## src/core/ioc_pkg.sv

```systemverilog
// Purpose: shared constants and field layouts for the i/o port control latches
// Assumes: 8-bit processor i/o space, 20 MHz mclk
// Notes:   port groups are four addresses wide, matched on address bits 7..2
`default_nettype none

package ioc_pkg;

  // port group bases (low two address bits ignored)
  localparam logic [7:0] PORT_CFG      = 8'hFC;  // tape sound out / config readback
  localparam logic [7:0] PORT_PRINTER  = 8'hF8;  // printer data / printer status
  localparam logic [7:0] PORT_DRIVE    = 8'hF4;  // floppy drive config
  localparam logic [7:0] PORT_DISK     = 8'hF0;  // disk controller registers
  localparam logic [7:0] PORT_SYSCFG   = 8'hEC;  // system config / tick clear
  localparam logic [7:0] PORT_SERIAL   = 8'hE8;  // uart registers
  localparam logic [7:0] PORT_NMI      = 8'hE4;  // nmi enable / nmi sources
  localparam logic [7:0] PORT_IRQ      = 8'hE0;  // irq enable / irq pending
  localparam logic [7:0] PORT_BOOT     = 8'h9C;  // boot rom control
  localparam logic [7:0] PORT_SOUND    = 8'h90;  // sound output latch
  localparam logic [7:0] PORT_OPCTL    = 8'h84;  // operation control

  // serial register selects inside its group
  localparam logic [1:0] SER_MASTER_RST = 2'h0;  // write: uart master reset
  localparam logic [1:0] SER_RX_HOLD    = 2'h3;  // read: receive holding

  // value returned for reserved or unmapped reads
  localparam logic [7:0] IDLE_READ     = 8'hFF;
  // reset value of every write-only latch
  localparam logic [7:0] LATCH_RESET   = 8'h00;

  // drive config write stall: least 1 us, rounded up to whole cycles
  localparam int DRIVE_WAIT_NS  = 1000;
  localparam int MCLK_PERIOD_NS = 50;
  localparam int DRIVE_WAIT_CYC = (DRIVE_WAIT_NS + MCLK_PERIOD_NS - 1) / MCLK_PERIOD_NS;
  localparam logic [4:0] DRIVE_WAIT_CNT = 5'(DRIVE_WAIT_CYC);

  // width of the main pin synchroniser, slot 10 spare
  localparam int PIN_W = 11;

  // operation control layout, bit 7 first
  typedef struct packed {
    logic video_page;         // cpu video page select
    logic remap_dest_page;    // 1 lower 32K of lower bank
    logic remap_enable;       // page remapping on
    logic remap_source_page;  // 1 upper 32K of upper bank
    logic inverse_video;      // inverse video on
    logic wide_column;        // 1 = 80 columns, 0 = 64
    logic map_mode_bit_high;  // memory-map mode, high bit
    logic map_mode_bit_low;   // memory-map mode, low bit
  } ioc_opctl_t;

  // system config latch layout
  typedef struct packed {
    logic speed_fast;             // 1 = 4 MHz
    logic rsvd5;                  // reads zero
    logic external_bus_enable;    // external bus on
    logic alt_charset_enable;     // alternate set on
    logic narrow_column_select;   // 32/40 columns
    logic motor_on_sound_disable; // motor on, sound off
    logic rsvd0;                  // reads zero
  } ioc_syscfg_t;

  // floppy drive config layout
  typedef struct packed {
    logic       double_density_select;  // 1 = mfm
    logic       disk_wait_gen_enable;   // controller sync waits
    logic       write_precomp_enable;   // precompensation on
    logic       head_side_select;       // 1 = side 1
    logic [1:0] rsvd;                   // reserved
    logic [1:0] drive_select;           // drive selects
  } ioc_drive_t;

  // irq enable / pending layout
  typedef struct packed {
    logic rsvd7;                  // reserved
    logic uart_error_irq_enable;  // uart error
    logic rx_full_irq_enable;     // receive full
    logic tx_empty_irq_enable;    // transmit empty
    logic ext_bus_irq_enable;     // external bus
    logic clock_tick_irq_enable;  // clock tick
    logic [1:0] rsvd;             // reserved
  } ioc_irqen_t;

  // external register file access (disk controller or uart)
  typedef struct packed {
    logic       wr_stb;  // one-cycle write strobe
    logic       rd_stb;  // one-cycle read strobe
    logic [1:0] sel;     // register select
    logic [7:0] wdata;   // write data
  } ioc_ext_acc_t;

endpackage : ioc_pkg

`default_nettype wire

```

## src/core/ioc_io_port_control.sv

```systemverilog
// Purpose: i/o port decoder and system control latches for an 8-bit cpu
// Assumes: io_wr / io_rd are one-cycle pulses on mclk; pins are asynchronous
// Notes:   read data is registered and valid one cycle after io_rd
`default_nettype none

// Behaviour
// write FC group latches tape sound bit 0
// read FC group returns config latch state
// write F8 group sends byte to printer
// read F8 group returns printer status bits
// F0..F3 routed to external disk controller
// F4 write latches drive selects, side, precomp
// drive bit 6 waits, bit 7 density
// every drive config write stalls cpu briefly
// EC write latches system configuration bits
// EC read clears pending clock tick
// serial writes: reset, baud, control, transmit
// serial reads: modem, status, receive clears ready
// E4 write latches two nmi enables
// E4 read returns active-low nmi sources
// E0 write latches five irq enables
// E0 read reports pending maskable interrupts
// 9C write bit 0 enables boot rom
// 90 write latches sound data bit 0
// 84 write bits 1:0 set map mode
// operation bit 2 width, bit 3 inverse
// operation bits 4..6 control page remapping
// operation bit 7 selects video page
// boot rom only active in mode 0
// reset clears all write-only latches
module ioc_io_port_control (
  input  wire logic                  mclk, // 20 MHz clock
  input  wire logic                  nrst, // async reset, active low
  input  wire logic [7:0]            io_addr, // i/o port address
  input  wire logic                  io_wr, // one-cycle write pulse
  input  wire logic                  io_rd, // one-cycle read pulse
  input  wire logic [7:0]            io_wdata, // write data
  output var  logic [7:0]            io_rdata_q, // registered read data
  output var  logic                  io_wait_q, // cpu wait request
  input  wire logic [7:0]            disk_rdata, // disk controller read data
  input  wire logic [7:0]            serial_rdata, // uart read data
  input  wire logic [3:0]            printer_stat_pin, // fault, select, paper, busy
  input  wire logic                  disk_ctrl_request, // done request pin
  input  wire logic                  disk_data_request, // data request pin
  input  wire logic                  motor_timeout, // motor timeout pin
  input  wire logic                  clock_tick, // clock tick pin
  input  wire logic                  ext_bus_irq, // external bus request pin
  input  wire logic                  tx_empty, // uart transmit empty pin
  input  wire logic                  rx_full, // uart receive full pin
  input  wire logic                  uart_error, // uart error pin
  output var  ioc_pkg::ioc_ext_acc_t disk_acc_q, // disk controller access
  output var  ioc_pkg::ioc_ext_acc_t serial_acc_q, // uart access
  output var  logic                  uart_master_reset_q, // uart reset pulse
  output var  logic                  rx_data_ready_flag_clr_q, // receive read pulse
  output var  logic [7:0]            printer_data_out_q, // printer character
  output var  logic                  printer_strobe_q, // printer write pulse
  output var  logic                  tape_sound_out_q, // tape port sound level
  output var  logic                  sound_data_q, // sound port level
  output var  ioc_pkg::ioc_syscfg_t  system_config_q, // system config latch
  output var  ioc_pkg::ioc_drive_t   floppy_drive_config_q, // drive config latch
  output var  ioc_pkg::ioc_opctl_t   operation_control_q, // operation register
  output var  ioc_pkg::ioc_irqen_t   irq_enable_q, // irq enables
  output var  logic [1:0]            nmi_enable_q, // {done, motor} nmi enables
  output var  logic                  boot_rom_active_q, // boot rom mapped in
  output var  logic                  irq_q, // maskable interrupt out
  output var  logic                  nmi_q // nmi request out
);
  import ioc_pkg::*;

  // group match on address bits 7..2
  function automatic logic in_group(input logic [7:0] addr, input logic [7:0] base);
    in_group = (addr[7:2] == base[7:2]);
  endfunction : in_group

  // reset release chain
  logic rst_meta_q;   // first stage
  logic rst_n_q;      // released reset used below

  // pin synchronisers: three stages plus agreed value
  logic [PIN_W-1:0] pin_raw;     // gathered pins
  logic [PIN_W-1:0] pin_s1_q;    // stage one
  logic [PIN_W-1:0] pin_s2_q;    // stage two
  logic [PIN_W-1:0] pin_s3_q;    // stage three
  logic [PIN_W-1:0] pin_q;       // accepted level
  logic [PIN_W-1:0] pin_d;       // next accepted level

  // latch storage
  logic       boot_enable_q;     // boot rom request bit
  logic       tick_pending_q;    // sticky clock tick
  logic       tick_pending_d;    // next sticky tick
  logic [4:0] wait_cnt_q;        // drive write stall counter
  logic [4:0] wait_cnt_d;        // next stall count
  logic       disk_sync_wait_q;  // waiting for controller
  logic       disk_sync_wait_d;  // next controller wait

  // decoded strobes
  wire wr_cfg    = io_wr & in_group(io_addr, PORT_CFG);
  wire wr_prn    = io_wr & in_group(io_addr, PORT_PRINTER);
  wire wr_drive  = io_wr & in_group(io_addr, PORT_DRIVE);
  wire wr_syscfg = io_wr & in_group(io_addr, PORT_SYSCFG);
  wire wr_nmi    = io_wr & in_group(io_addr, PORT_NMI);
  wire wr_irq    = io_wr & in_group(io_addr, PORT_IRQ);
  wire wr_boot   = io_wr & in_group(io_addr, PORT_BOOT);
  wire wr_sound  = io_wr & in_group(io_addr, PORT_SOUND);
  wire wr_opctl  = io_wr & in_group(io_addr, PORT_OPCTL);
  wire hit_disk  = in_group(io_addr, PORT_DISK);
  wire hit_ser   = in_group(io_addr, PORT_SERIAL);
  wire rd_syscfg = io_rd & in_group(io_addr, PORT_SYSCFG);

  // synchronised pin levels
  wire [3:0] prn_stat   = pin_q[3:0];
  wire       sy_done    = pin_q[4];
  wire       sy_drq     = pin_q[5];
  wire       sy_motor   = pin_q[6];
  wire       sy_tick    = pin_q[7];
  wire       sy_ext     = pin_q[8];
  wire       sy_tx      = pin_q[9];
  // slot 10 spare, tied low
  // rx_full, uart_error on own chain
  logic [1:0] ser_s1_q;  // rx/err stage one
  logic [1:0] ser_s2_q;  // rx/err stage two
  logic [1:0] ser_s3_q;  // rx/err stage three
  logic [1:0] ser_q;     // rx/err accepted
  wire  [1:0] ser_d = (ser_s2_q == ser_s3_q) ? ser_s3_q : ser_q;

  // gathered pins for the main synchroniser
  assign pin_raw = {1'b0, tx_empty, ext_bus_irq, clock_tick, motor_timeout,
                    disk_data_request, disk_ctrl_request, printer_stat_pin};

  // accept a change once stages two and three agree
  genvar gi;
  generate
    for (gi = 0; gi < PIN_W; gi++) begin : g_agree
      assign pin_d[gi] = (pin_s2_q[gi] == pin_s3_q[gi]) ? pin_s3_q[gi] : pin_q[gi];
    end
  endgenerate

  // tick edge from the accepted level
  logic tick_prev_q;  // previous accepted tick
  wire  tick_rise = sy_tick & ~tick_prev_q;

  // tick clear on read; a new tick wins over the clear
  assign tick_pending_d = tick_rise ? 1'b1 : (rd_syscfg ? 1'b0 : tick_pending_q);

  // pending interrupt sources
  wire [7:0] irq_pending = {1'b0, ser_q[1], ser_q[0], sy_tx, sy_ext, tick_pending_q, 2'b00};

  // drive config write reloads the stall counter
  assign wait_cnt_d = wr_drive ? DRIVE_WAIT_CNT :
                      (wait_cnt_q != 5'h0) ? wait_cnt_q - 5'h1 : 5'h0;

  // controller sync wait on data access while enabled
  assign disk_sync_wait_d = (hit_disk & (io_wr | io_rd) & (io_addr[1:0] == 2'h3)
                             & floppy_drive_config_q.disk_wait_gen_enable)
                            ? ~(sy_drq | sy_done)
                            : (disk_sync_wait_q & ~(sy_drq | sy_done));

  // active-low nmi sources, reset negated while running
  wire [7:0] nmi_status = {~sy_done, ~sy_motor, rst_n_q, 4'h0, 1'b0};

  // config readback
  wire [7:0] cfg_read = {1'b0, system_config_q.speed_fast, 1'b0,
                         system_config_q.external_bus_enable,
                         system_config_q.alt_charset_enable,
                         system_config_q.narrow_column_select,
                         system_config_q.motor_on_sound_disable, 1'b0};

  // printer status, low nibble reserved
  wire [7:0] prn_read = {prn_stat, 4'h0};

  // read data selection; reserved groups give the idle value
  wire [7:0] rdata_d =
    ~io_rd ? io_rdata_q :
    in_group(io_addr, PORT_CFG) ? cfg_read :
    in_group(io_addr, PORT_PRINTER) ? prn_read :
    hit_disk ? disk_rdata :
    (hit_ser & (io_addr[1:0] != 2'h1)) ? serial_rdata :
    in_group(io_addr, PORT_NMI) ? nmi_status :
    in_group(io_addr, PORT_IRQ) ? irq_pending :
    IDLE_READ;

  // boot rom gated by map mode 0
  wire boot_active_d = boot_enable_q & ~operation_control_q.map_mode_bit_high
                       & ~operation_control_q.map_mode_bit_low;

  // interrupt and nmi outputs
  wire irq_d = |(irq_pending & irq_enable_q);
  wire nmi_d = (sy_done & nmi_enable_q[1]) | (sy_motor & nmi_enable_q[0]);

  // reset release: async assert, two-flop release
  always_ff @(posedge mclk or negedge nrst)
  begin
    if (!nrst)
    begin
      rst_meta_q <= 1'b0;
      rst_n_q    <= 1'b0;
    end
    else
    begin
      rst_meta_q <= 1'b1;
      rst_n_q    <= rst_meta_q;
    end
  end

  // pin synchronisers
  always_ff @(posedge mclk or negedge rst_n_q)
  begin
    if (!rst_n_q)
    begin
      pin_s1_q <= '0;
      pin_s2_q <= '0;
      pin_s3_q <= '0;
      pin_q    <= '0;
      ser_s1_q <= '0;
      ser_s2_q <= '0;
      ser_s3_q <= '0;
      ser_q    <= '0;
    end
    else
    begin
      pin_s1_q <= pin_raw;
      pin_s2_q <= pin_s1_q;
      pin_s3_q <= pin_s2_q;
      pin_q    <= pin_d;
      ser_s1_q <= {uart_error, rx_full};
      ser_s2_q <= ser_s1_q;
      ser_s3_q <= ser_s2_q;
      ser_q    <= ser_d;
    end
  end

  // all write-only latches clear on reset
  always_ff @(posedge mclk or negedge rst_n_q)
  begin
    if (!rst_n_q)
    begin
      tape_sound_out_q      <= 1'b0;
      sound_data_q          <= 1'b0;
      system_config_q       <= ioc_syscfg_t'(7'h00);
      floppy_drive_config_q <= ioc_drive_t'(LATCH_RESET);
      operation_control_q   <= ioc_opctl_t'(LATCH_RESET);
      irq_enable_q          <= ioc_irqen_t'(LATCH_RESET);
      nmi_enable_q          <= 2'h0;
      boot_enable_q         <= 1'b0;
      printer_data_out_q    <= LATCH_RESET;
    end
    else
    begin
      // tape sound level
      if (wr_cfg)
        tape_sound_out_q <= io_wdata[0];
      // sound port level
      if (wr_sound)
        sound_data_q <= io_wdata[0];
      // system configuration bits, reserved kept zero
      if (wr_syscfg)
        system_config_q <= ioc_syscfg_t'({io_wdata[6], 1'b0, io_wdata[4:1], 1'b0});
      // drive selects, side, precomp; R7 wait and density
      if (wr_drive)
        floppy_drive_config_q <= ioc_drive_t'({io_wdata[7:4], 2'b00, io_wdata[1:0]});
      // map mode; R20 R21 R22 display and paging
      if (wr_opctl)
        operation_control_q <= ioc_opctl_t'(io_wdata);
      // irq enables in bits 6..2
      if (wr_irq)
        irq_enable_q <= ioc_irqen_t'({1'b0, io_wdata[6:2], 2'b00});
      // nmi enables, bit 7 done, bit 6 motor
      if (wr_nmi)
        nmi_enable_q <= io_wdata[7:6];
      // boot rom request
      if (wr_boot)
        boot_enable_q <= io_wdata[0];
      // printer character
      if (wr_prn)
        printer_data_out_q <= io_wdata;
    end
  end

  // external register strobes and one-cycle pulses
  always_ff @(posedge mclk or negedge rst_n_q)
  begin
    if (!rst_n_q)
    begin
      disk_acc_q               <= '0;
      serial_acc_q             <= '0;
      uart_master_reset_q      <= 1'b0;
      rx_data_ready_flag_clr_q <= 1'b0;
      printer_strobe_q         <= 1'b0;
    end
    else
    begin
      // disk controller pass-through
      disk_acc_q   <= '{wr_stb: io_wr & hit_disk, rd_stb: io_rd & hit_disk,
                        sel: io_addr[1:0], wdata: io_wdata};
      // uart pass-through, reserved read at E9 not strobed
      serial_acc_q <= '{wr_stb: io_wr & hit_ser,
                        rd_stb: io_rd & hit_ser & (io_addr[1:0] != 2'h1),
                        sel: io_addr[1:0], wdata: io_wdata};
      // master reset on write to first serial port
      uart_master_reset_q <= io_wr & hit_ser & (io_addr[1:0] == SER_MASTER_RST);
      // receive holding read clears ready flag
      rx_data_ready_flag_clr_q <= io_rd & hit_ser & (io_addr[1:0] == SER_RX_HOLD);
      // printer write pulse
      printer_strobe_q <= wr_prn;
    end
  end

  // status, waits and read data
  always_ff @(posedge mclk or negedge rst_n_q)
  begin
    if (!rst_n_q)
    begin
      tick_prev_q       <= 1'b0;
      tick_pending_q    <= 1'b0;
      wait_cnt_q        <= 5'h0;
      disk_sync_wait_q  <= 1'b0;
      io_wait_q         <= 1'b0;
      io_rdata_q        <= IDLE_READ;
      boot_rom_active_q <= 1'b0;
      irq_q             <= 1'b0;
      nmi_q             <= 1'b0;
    end
    else
    begin
      tick_prev_q    <= sy_tick;
      // sticky tick with set priority
      tick_pending_q <= tick_pending_d;
      // stall count
      wait_cnt_q     <= wait_cnt_d;
      // controller sync wait
      disk_sync_wait_q <= disk_sync_wait_d;
      // wait held while counting
      io_wait_q      <= (wait_cnt_d != 5'h0) | disk_sync_wait_d;
      // read data
      io_rdata_q     <= rdata_d;
      // boot rom mapping
      boot_rom_active_q <= boot_active_d;
      irq_q          <= irq_d;
      nmi_q          <= nmi_d;
    end
  end

endmodule : ioc_io_port_control

`default_nettype wire

```

## config.mk

```make
export PLATFORM = sky130hd
export DESIGN_NAME = ioc_io_port_control
export DESIGN_NICKNAME = d
export VERILOG_FILES = /design/src/core/ioc_pkg.sv /design/src/core/ioc_io_port_control.sv
export SDC_FILE = /design/constraint.sdc
export NUM_CORES = 1
export LEC_CHECK = 0
export BUFFER_PORTS_ARGS = -buffer_cell sky130_fd_sc_hd__buf_2
export CORE_UTILIZATION = 36
export DETAILED_ROUTE_END_ITERATION = 8
export GPL_ROUTABILITY_DRIVEN = 0
export PLACE_DENSITY_LB_ADDON = 0.12
export SLEW_MARGIN = 20
export SYNTH_ARGS = -nofsm -noshare
export SYNTH_HDL_FRONTEND = slang
export SYNTH_SLANG_ARGS = --single-unit
export TNS_END_PERCENT = 10
```

## constraint.sdc

```tcl
create_clock -name mclk -period 4.6 [get_ports mclk]
set_clock_uncertainty 0.2 [all_clocks]
set_input_delay 0.23 -clock mclk [delete_from_list [all_inputs] [get_ports mclk]]
set_output_delay 0.23 -clock mclk [all_outputs]
set_load 0.005 [all_outputs]
```

---- Word-level counts from Yosys, hierarchy flattened ----
Index checks and enable logic that the tools add are counted.
W data, S select, Z words.
storage, ports and cells
  register bits after elaboration ......... 124
  latch bits .............................. 0
  memory bits (writable) .................. 0
  ROM bits ................................ 0
  output and inout port bits .............. 82
  word-level logic and storage cells ...... 144
  memories ................................ 0
operators by class
  add/sub/neg operators ................... 1
  multipliers ............................. 0
  divide/modulo/power cells ............... 0
  magnitude comparators ................... 0
  equality and inequality tests ........... 24
  shift operators ......................... 0
  mux-type cells .......................... 11
  bitwise operators ....................... 38
  reductions and logical operators ........ 5
operators by type and width
  kind                   number
  $eq A6 B6 Y1 const B   11
  $mux W8                6
  $and A1 B1 Y1          27
  $eq A1 B1 Y1           10
  $mux W5                2
  $reduce_bool A5 Y1     2
  $reduce_or A8 Y1       1
  $and A7 B7 Y7          1
  $not A1 Y1             6
  $sub A5 B1 Y5 const B  1
  $or A1 B1 Y1           4
  $mux W1                3
  $eq A2 B2 Y1           1
  $eq A2 B2 Y1 const B   1
  $logic_not A2 Y1       1
  $ne A2 B1 Y1 const B   1
  $reduce_bool A2 Y1     1

---- Logic depth before layout (Yosys ltp) ----
Gate-level depths: netlist (run 1).
  depth in word-level cells ............... 7
  depth in mapped cells ................... 7

---- Worst setup path before layout (run 1) ----
No wires, ideal clock.
  path type ............................... register to register
  start ................................... reg rst_n_q
  end ..................................... reg io_rdata_q[5]
  library setup time ...................... 60 ps
  arrival ................................. 3,568 ps
  data required time ...................... 4,340 ps
  path slack .............................. 773 ps
  stages on the path, launching flop included .. 5
  buffers on the path ..................... 0
  clock period less this slack ............ 3,827 ps
  cells stage by stage .................... dfrtp_1 o21ai_0 nor4bb_1 a21oi_1 o21a_1
between the ends
  cells in the longest elaborated chain, start to end .. 5
ends and longest elaborated chain
  element                 line                        text
  start, declared         ioc_io_port_control.sv:77   logic rst_n_q;
  start signal, assigned  ioc_io_port_control.sv:201  rst_n_q <= rst_meta_q;
  $mux W8                 ioc_io_port_control.sv:178  in_group(io_addr, PORT_NMI) ? nmi_status :
  $mux W8                 ioc_io_port_control.sv:177  (hit_ser & (io_addr[1:0] != 2'h1)) ? serial_rdata :
  $mux W8                 ioc_io_port_control.sv:176  hit_disk ? disk_rdata :
  $mux W8                 ioc_io_port_control.sv:175  in_group(io_addr, PORT_PRINTER) ? prn_read :
  $mux W8                 ioc_io_port_control.sv:174  in_group(io_addr, PORT_CFG) ? cfg_read :
  end signal, assigned    ioc_io_port_control.sv:335  io_rdata_q <= rdata_d;
  end, declared           ioc_io_port_control.sv:38   output var logic [7:0] io_rdata_q,
Every way passes these cells.
A chain may end at the register's enable or synchronous reset.

---- Worst setup path after layout (run 1) ----
  start ................................... in io_addr[4]
  end ..................................... reg system_config_q[3] (netlist bit)
between the ends
  cells in the longest elaborated chain, start to end .. 2
ends and longest elaborated chain
  element               line                        text
  start, declared       ioc_io_port_control.sv:34   input wire logic [7:0] io_addr,
  $eq A6 B6 Y1          ioc_io_port_control.sv:72   in_group = (addr[7:2] == base[7:2]);
  $and A1 B1 Y1         ioc_io_port_control.sv:100  wire wr_syscfg = io_wr & in_group(io_addr, PORT_SYSCFG);
  end signal, assigned  ioc_io_port_control.sv:239  system_config_q <= ioc_syscfg_t'(7'h00);
  end signal, assigned  ioc_io_port_control.sv:257  system_config_q <= ioc_syscfg_t'({io_wdata[6], 1'b0, io_wdata[4:1], 1'b0});
  end, declared         ioc_io_port_control.sv:59   output var ioc_pkg::ioc_syscfg_t system_config_q,
Every way passes these cells.

==> results of run 1 <==
## worst max-delay path: cells and delay by family
family	cells	cell delay (ns)
mux	1	0.39
simple gates	2	0.94
buf+inv	2	0.77
## cell type report
| cell class | instances | area [um^2] | share of cell area, % |
|---|---|---|---|
| tap | 172 | 215.2 | 3.455 |
| sequential | 124 | 3117 | 50.04 |
| clock inverter | 7 | 60.06 | 0.9642 |
| timing repair buffer | 151 | 898.4 | 14.42 |
| inverter | 8 | 30.03 | 0.4821 |
| multi-input combinational | 183 | 1393 | 22.36 |
| clock buffer | 25 | 515.5 | 8.276 |
## power breakdown
| part | switching (mW) | total [mW] | internal [mW] |
|---|---|---|---|
| Clock | 0.449 | 1.27 | 0.822 |
| Combinational | 0.154 | 0.332 | 0.179 |
| Sequential | 0.0809 | 1.29 | 1.21 |
| Total | 0.684 | 2.89 | 2.21 |
## stage by stage
| step | power [mW] | std cells | setup WS [ns] |
|---|---|---|---|
| after global routing | 3.030 | 670 | 2.193 |
| final | 2.890 | 670 | 2.356 |
| after floorplan | 1.483 | 342 | 0.6887 |
| after CTS | 2.926 | 670 | 2.327 |
| after global placement | 1.614 | 610 | 2.396 |
| after detailed placement | 1.625 | 610 | 2.347 |
## cells in the final DEF, fill, tap and decap left out, types with 2 or more instances in the layout
cell type | Yosys | final
sky130_fd_sc_hd__inv_1 | 8 | 8
sky130_fd_sc_hd__dfstp_2 | 8 | 8
sky130_fd_sc_hd__nand3_1 | 3 | 3
sky130_fd_sc_hd__dlygate4sd3_1 | 0 | 28
sky130_fd_sc_hd__clkbuf_8 | 0 | 6
sky130_fd_sc_hd__mux2_2 | 29 | 29
sky130_fd_sc_hd__a311oi_1 | 3 | 3
sky130_fd_sc_hd__a31oi_1 | 5 | 5
sky130_fd_sc_hd__mux2i_1 | 3 | 3
sky130_fd_sc_hd__clkbuf_1 | 3 | 2
sky130_fd_sc_hd__maj3_1 | 10 | 10
sky130_fd_sc_hd__nand2b_1 | 2 | 2
sky130_fd_sc_hd__buf_2 | 4 | 122
sky130_fd_sc_hd__nor2b_1 | 4 | 4
sky130_fd_sc_hd__and3_1 | 4 | 4
sky130_fd_sc_hd__a21oi_1 | 7 | 7
sky130_fd_sc_hd__nor2_1 | 18 | 18
sky130_fd_sc_hd__nor3b_1 | 3 | 3
sky130_fd_sc_hd__nor4_1 | 4 | 4
sky130_fd_sc_hd__o21ai_0 | 11 | 11
sky130_fd_sc_hd__conb_1 | 2 | 8
sky130_fd_sc_hd__clkinv_2 | 0 | 6
sky130_fd_sc_hd__o31a_1 | 3 | 3
sky130_fd_sc_hd__or3_1 | 2 | 2
sky130_fd_sc_hd__nor3_1 | 8 | 8
sky130_fd_sc_hd__dfrtp_1 | 116 | 115
sky130_fd_sc_hd__xnor2_1 | 3 | 3
sky130_fd_sc_hd__mux2_4 | 8 | 8
sky130_fd_sc_hd__nand4b_1 | 2 | 2
sky130_fd_sc_hd__clkbuf_16 | 0 | 17
sky130_fd_sc_hd__nand2_1 | 13 | 13
sky130_fd_sc_hd__o31ai_1 | 3 | 3
## final timing paths
path                               start                 end  slack, ns  depth (start not counted)
min reg2reg                  pin_s1_q[2]         pin_s2_q[2]       0.14                          0
min in group asynchronous        rst_n_q         ser_s2_q[1]       0.21                          0
min                        disk_rdata[2]       io_rdata_q[2]       0.01                          3
max                           io_addr[4]  system_config_q[3]       2.36                          5
max in group asynchronous        rst_n_q         pin_s1_q[5]       2.72                          1
max reg2reg                wait_cnt_q[0]           io_wait_q       2.52                          6
## sequential cells by signal, summed over array words and instances (netlist names), 5 cells and up
signal                 cells
serial_acc_q              12
pin_q                     10
pin_s1_q                  10
pin_s2_q                  10
pin_s3_q                  10
io_rdata_q                 8
operation_control_q        8
printer_data_out_q         8
floppy_drive_config_q      6
irq_enable_q               5
system_config_q            5
wait_cnt_q                 5
## layer usage
metal  vias up  track usage [%]  share of wire, %
met2       122            25.80                45
met1      1559            23.27                46
li1       1470                -                 -
met3        21            5.968               6.1
met5         -                0                 0
met4         0            10.17               3.0
## what timing repair did
item	in CTS	in global routing
hold buffers	28	0
hold endpoints to repair	61	0
resized for setup	0	0
## logic make-up (layout without fill, tap and decap cells)
logic type | Yosys count | in the layout | share of synthesized area, %
buffers and inverters | 35 | 191 | 4.581
and+or+nand+nor | 74 | 74 | 8.682
xor gates and xnor gates | 3 | 3 | 0.5594
other | 2 | 8 | 0.1598
DFF | 124 | 124 | 66.26
adders and majority gates | 11 | 11 | 2.397
muxes | 41 | 41 | 10.63
AOI/OAI and AO/OA | 46 | 46 | 6.738
==> impl.org, run 1 <==
** STA
- Final clock period utilization by the worst path :: 48.77%
- Setup violations remaining at the end of the flow were counted as 0.
- Final worst path period need :: 2.244 ns
- Static timing analysis puts the maximum clock frequency at 0.4457 GHz.
- Fin Setup TNS :: 0 ns
- In this run the tightest slew margin relative to its limit is 45.89%.
- Unrepaired setup endpoints after global routing :: false
- Actual slew at the worst max-slew pin :: 0.8117 ns
- Final hold violation count :: 0
- Hold timing on the final database bottoms out at a slack of 0.01175 ns.
- Final Slew Violations :: 0

** Placed design
- After legalization and detailed placement, the total HPWL measured 7466 um.
- Count of port buffers added during placement :: 122
- Once placement finished, the instance area stood at 0.005373 mm^2.

** Layout
- 0 antenna diodes ended up in the layout.
- The finished cells cover 0.006228 mm^2.
- Relative to the synthesized area, the layout overhead comes to 32.57%.
- Share of the core filled with cells in the final layout :: 49.16%
- Fillers :: 1,162
- Net total in the final layout :: 534
- Layout cells sized above 1 :: 41.16%

** Synth
- Async set-or-reset flop fraction in the synthesized netlist :: 100.0%
- Yosys attributes the largest share of cell area to sky130_fd_sc_hd__dfrtp_1 62%, sky130_fd_sc_hd__mux2_2 7.0%, sky130_fd_sc_hd__dfstp_2 4.5%, sky130_fd_sc_hd__buf_4 3.0%, sky130_fd_sc_hd__mux2_4 2.6%.
- Ranking of synthesized cells by instance count :: 116 x sky130_fd_sc_hd__dfrtp_1, 29 x sky130_fd_sc_hd__mux2_2, 19 x sky130_fd_sc_hd__buf_4
- Summing the sequential cell areas from Yosys gives 66.26% of the chip area.
- The biggest area contributor in the post-synthesis netlist is sky130_fd_sc_hd__dfrtp_1.
- Top-count cell post-synth :: sky130_fd_sc_hd__dfrtp_1
- Among all flip-flop cells after synthesis, the most frequent one is sky130_fd_sc_hd__dfrtp_1.
- Number of unique standard cell types used by synthesis :: 57
- A synthesized cell averages 13.98 um^2.
- Yosys printed 0 warnings.
- Count of mapped cells out of synthesis :: 336
- Yosys top cell area share :: 61.78%
- In this run, synthesis inferred 0 flip-flops with an integrated enable.
- The cell area that synthesis handed to floorplanning was 0.004698 mm^2.
- Count of state elements after synthesis :: 124

** Worst setup path
- Required time of the critical path :: 4.70 ns
- Element type at the critical path start :: input port
- In this run the worst path has a maximum fanout of 14.
- Type of element capturing the critical path :: flop
- Data arrival time at the worst-slack endpoint :: 2.34 ns
- The worst setup path is of the input port to flop kind.
- On the critical path, the stage with the largest delay is an instance of sky130_fd_sc_hd__dlygate4sd3_1.
- Max incr delay on CP :: 0.56 ns
- Cells traversed along the worst timing path :: dlygate4sd3_1 > buf_2 > nand4b_1 > nor2_1 > mux2_2

** Clocking
- Clk_lat worst skew :: 0.42 ns
- The clock passes through at most 2 buffers.
- Buffers inserted during clock tree synthesis total 17.
- Clk slew on worst S/H paths :: 0.05 ns
- Sinks on the clock net :: 124
- Clock tree from TritonCTS :: yes
- Root Driver :: sky130_fd_sc_hd__clkbuf_16
- Maximum level of the CTS H-tree :: 4
- After clock tree synthesis, the setup repair step added 0 buffers.

** Routing
- Average via count per standard cell :: 4.734
- DRC violation count after routing :: 0
- DR pass1 iterations :: 5
- Violation count after the first detailed-routing iteration :: 198
- Once detail routing completed, the nets flagged for antenna violations numbered 0.
- The final layout contains routed wiring with a total length of 10,810 um.
- After detailed routing, the average wire length per cell comes to 16.13 um.
- Overall via count from detail_route :: 3,172

** Floorplan
- The total area inside the core boundary comes to 0.01267 mm^2.
- IO Pins :: 130
- Y dimension of the die :: 116.2 um
- In this run the core area contains 41 standard-cell rows.
- The floorplan step defined a die boundary enclosing 0.01351 mm^2.
- Effective utilization at floorplan :: 37.08%
- From left edge to right edge, the die measures 116.2 um.

** Global routing
- First-pass GRT wire length :: 17,040 um
- Largest net degree at the start of global routing :: 63
- The via count of the first global-routing pass was 3,159.
- The number of antenna violations at the first check in global routing came to 0.
- Total overflow reported by the global router :: 0
- Total global-route track usage :: 17.78%

** Run
- Across the run, the number of max-cap violations was 0.

** Power
- VDD IR max :: 0.1841 mV
- In this run the static leakage power is 3.042 nW.
- Power density relative to cell area :: 464.1 mW/mm^2

** Hold path
- The worst hold path belongs to the class input port to flop.

** Status
- Run status :: completed
No activity file was read; power rests on OpenSTA's default activity.
==> inputs of run 2 (changes only) <==
clock period = 2.05 ns   (was 4.6 ns; I/O delays follow)
==> run 2 against run 1 <==
Against the previous run: via count increased by 2.2%; worst setup slack got worse by 2.3 ns; combinational power rose to 2.6 times the previous value; critical path type unchanged; critical endpoint is now io_rdata_q[1]; largest cell class unchanged; largest power group is now the clock network.
==> impl.org, run 2 (synthesis gave the netlist of run 1 again) <==
** Hold path
- Terminating pin of the worst hold path :: io_rdata_q[3]
- The startpoint identified for the worst hold timing path is serial_rdata[3].
- Hold Path Cell Cnt :: 4
- In this run the worst hold path is classified as input port to flop.

** Layout
- Top reg by flops :: serial_acc_q
- Most common library cell in the layout ignoring fill and taps :: sky130_fd_sc_hd__buf_2
- The register with the most flip-flops in the layout has 12 of them.
- Layout cells sized above 1 :: 41.94%
- The area growth from synthesis to layout is 38.91%.
- Share of the core filled with cells in the final layout :: 51.51%
- Design area :: 0.006526 mm^2
- In the layout the commonest cells are 122 x sky130_fd_sc_hd__buf_2, 115 x sky130_fd_sc_hd__dfrtp_1, 44 x sky130_fd_sc_hd__dlygate4sd3_1, 29 x sky130_fd_sc_hd__mux2_2, 18 x sky130_fd_sc_hd__nor2_1.
- Net total in the final layout :: 563
- The repair_antennas step left the layout with diodes totalling 0.

** Global routing
- Global routing consumed, over all layers together, 17.83% of the routing resources.
- Largest net degree at the start of global routing :: 123
- The number of antenna violations at the first check in global routing was 0.
- First-pass GRT wire length :: 17,180 um
- Number of global-route vias before repair :: 3,192
- For this run the aggregate overflow at the end of global routing stands at 0.

** Worst setup path
- In this run the critical register-to-register path is captured at io_wait_q.
- In this run the worst path has a maximum fanout of 8.
- Data on the critical path arrives at its endpoint at 2.08 ns.
- The worst register-to-register path begins at wait_cnt_q[0].
- Start-to-end type of the worst setup path :: input port to flop
- Data on the critical path is required at its endpoint by 2.18 ns.
- Element type at the critical path start :: input port
- Register-to-register setup slack :: 0.13 ns
- Type of element capturing the critical path :: flop
- Counting cells, the worst reg-to-reg path comes to 6.

** STA
- Derived from the worst setup path, the maximum achievable clock frequency is 0.5129 GHz.
- Actual slew at the worst max-slew pin :: 0.6297 ns
- Relative slew slack :: 58.02%
- Final worst path period need :: 1.950 ns
- The max-slew violation count was 0.
- Final hold violation count :: 0
- Setup violations remaining at the end of the flow were counted as 0.
- Final clock period utilization by the worst path :: 95.11%
- Setup repair after global routing left no endpoint under its margin.

** Routing
- Overall via count from detail_route :: 3,241
- For this run, the detailed router's first-pass iteration total came to 4.
- After the first detailed-routing iteration, the DRC count stood at 170.
- The count of nets left with antenna violations once routing finished came out at 0.
- Post-detailed-route wirelength per cell :: 15.84 um
- DRC violation count after routing :: 0
- Average via count per standard cell :: 4.637
- Summed over all layers, the routed wires come to 11,070 um.

** Floorplan
- DIE AREA :: 0.01351 mm^2
- Horizontal extent of the die :: 116.2 um
- Y dimension of the die :: 116.2 um
- IO Pins :: 130
- In this run the standard cell core region covers 0.01267 mm^2.
- The floorplan has 41 rows.
- Effective utilization at floorplan :: 37.08%

** Clocking
- Sinks on the clock net :: 124
- Clock-pin slew was measured on the worst setup and hold paths at 0.05 ns.
- Root Driver :: sky130_fd_sc_hd__clkbuf_16
- The clock passes through at most 2 buffers.
- Clk_lat worst skew :: 0.41 ns
- Clock tree from TritonCTS :: yes
- CTS built an H-tree with a depth of 4.
- Number of buffers created by CTS :: 17

** Power
- The worst-case IR drop observed on VDD is 0.7990 mV.
- After layout, the design draws a total of 6.659 mW.
- NetSw :: 1.561 mW
- Leakage power :: 3.172 nW
- Combinational cell fraction of total power :: 13.2%
- In this run the power density over the cells is 1020 mW/mm^2.
- Net switching is 23.44% of the power.
- Internal power summed over all cells :: 5.098 mW
- Share of total power in the clock network :: 43.8%
- Flop pwr share :: 43.0%

** Run
- Max-cap violations in this run came to 0.

** Placed design
- Total placed instance area :: 0.005468 mm^2
- Input and output buffers added on the ports amount to 122.
- Once detailed placement completed, the half-perimeter wirelength came to 7498 um.

** Status
- Run status :: completed
[run 2: changes by cell type in the layout (fill, tap and decap cells not counted), sizes merged]
cell,delta
buf,+13
bufinv,+1
clkinv,-2
clkinvlp,+1
dlygate4sd3,+16
[run 2: worst max-delay path by stage]
| stage | cells after the start | to | startpoint |
|---|---|---|---|
| 2_1_floorplan | 4 | io_rdata_q[5] | rst_n_q |
| 3_3_place_gp | 6 | io_wait_q | wait_cnt_q[0] |
| 3_5_place_dp | 6 | io_wait_q | wait_cnt_q[0] |
| 4_1_cts | 6 | io_wait_q | wait_cnt_q[0] |
| 5_1_grt | 8 | io_rdata_q[1] | io_addr[2] |
| 6_report | 7 | io_rdata_q[1] | io_addr[0] |
[run 2: per-stage QoR]
stage / std cells / setup TNS, ns / setup WS (ns) / hold WS [ns]
2_1_floorplan: 342 / 0 / 0.02105 / -0.3931
3_3_place_gp: 621 / 0 / 0.06834 / -0.3085
3_5_place_dp: 621 / -0.01570 / -0.01570 / -0.3057
4_1_cts: 698 / 0 / 0.03489 / 0.004508
5_1_grt: 699 / 0 / 0.01797 / 0.01712
6_report: 699 / 0 / 0.1002 / 0.02127
[run 2: critical path, cell delays in order]
cell and delay [ns]:
sky130_fd_sc_hd__dlygate4sd3_1 0.54, sky130_fd_sc_hd__buf_2 0.15, sky130_fd_sc_hd__nor2b_2 0.17, sky130_fd_sc_hd__buf_4 0.17, sky130_fd_sc_hd__o311ai_2 0.21, sky130_fd_sc_hd__a41oi_1 0.14
sky130_fd_sc_hd__dlygate4sd3_1 0.59
[run 2: power by group through the flow]
stage          combinational [mW]  clock [mW]  sequential, mW
2_1_floorplan               0.411           0            2.92
3_3_place_gp                0.742           0            2.90
3_5_place_dp                0.764           0            2.91
4_1_cts                     0.857        2.98            2.87
5_1_grt                     0.980        3.10            2.90
6_report                    0.876        2.92            2.87
[run 2: timing repair]
item	in CTS	in global routing
pin swaps	0	2
resized for setup	1	5
buffers inserted	1	1
gates cloned	0	0
endpoints found under the setup margin	1	7
hold endpoints to repair	74	0
hold buffers	44	0
[run 2: cell type report]
type                            count  area, um^2
Clock buffer                       25       495.5
Clock inverter                      7       87.58
Fill cell                        1149        6145
Inverter                            8       30.03
Multi-Input combinational cell    183        1413
Sequential cell                   124        3117
Tap cell                          172       215.2
Timing Repair Buffer              180        1169
[run 2: routing by layer]
metal | share of wire (%) | global-route usage, % | up-vias
li1 | - | - | 1535
met5 | 0 | 0 | -
met4 | 1.5 | 7.692 | 0
met3 | 4.1 | 5.501 | 11
met1 | 48 | 24.06 | 1606
met2 | 47 | 26.55 | 89
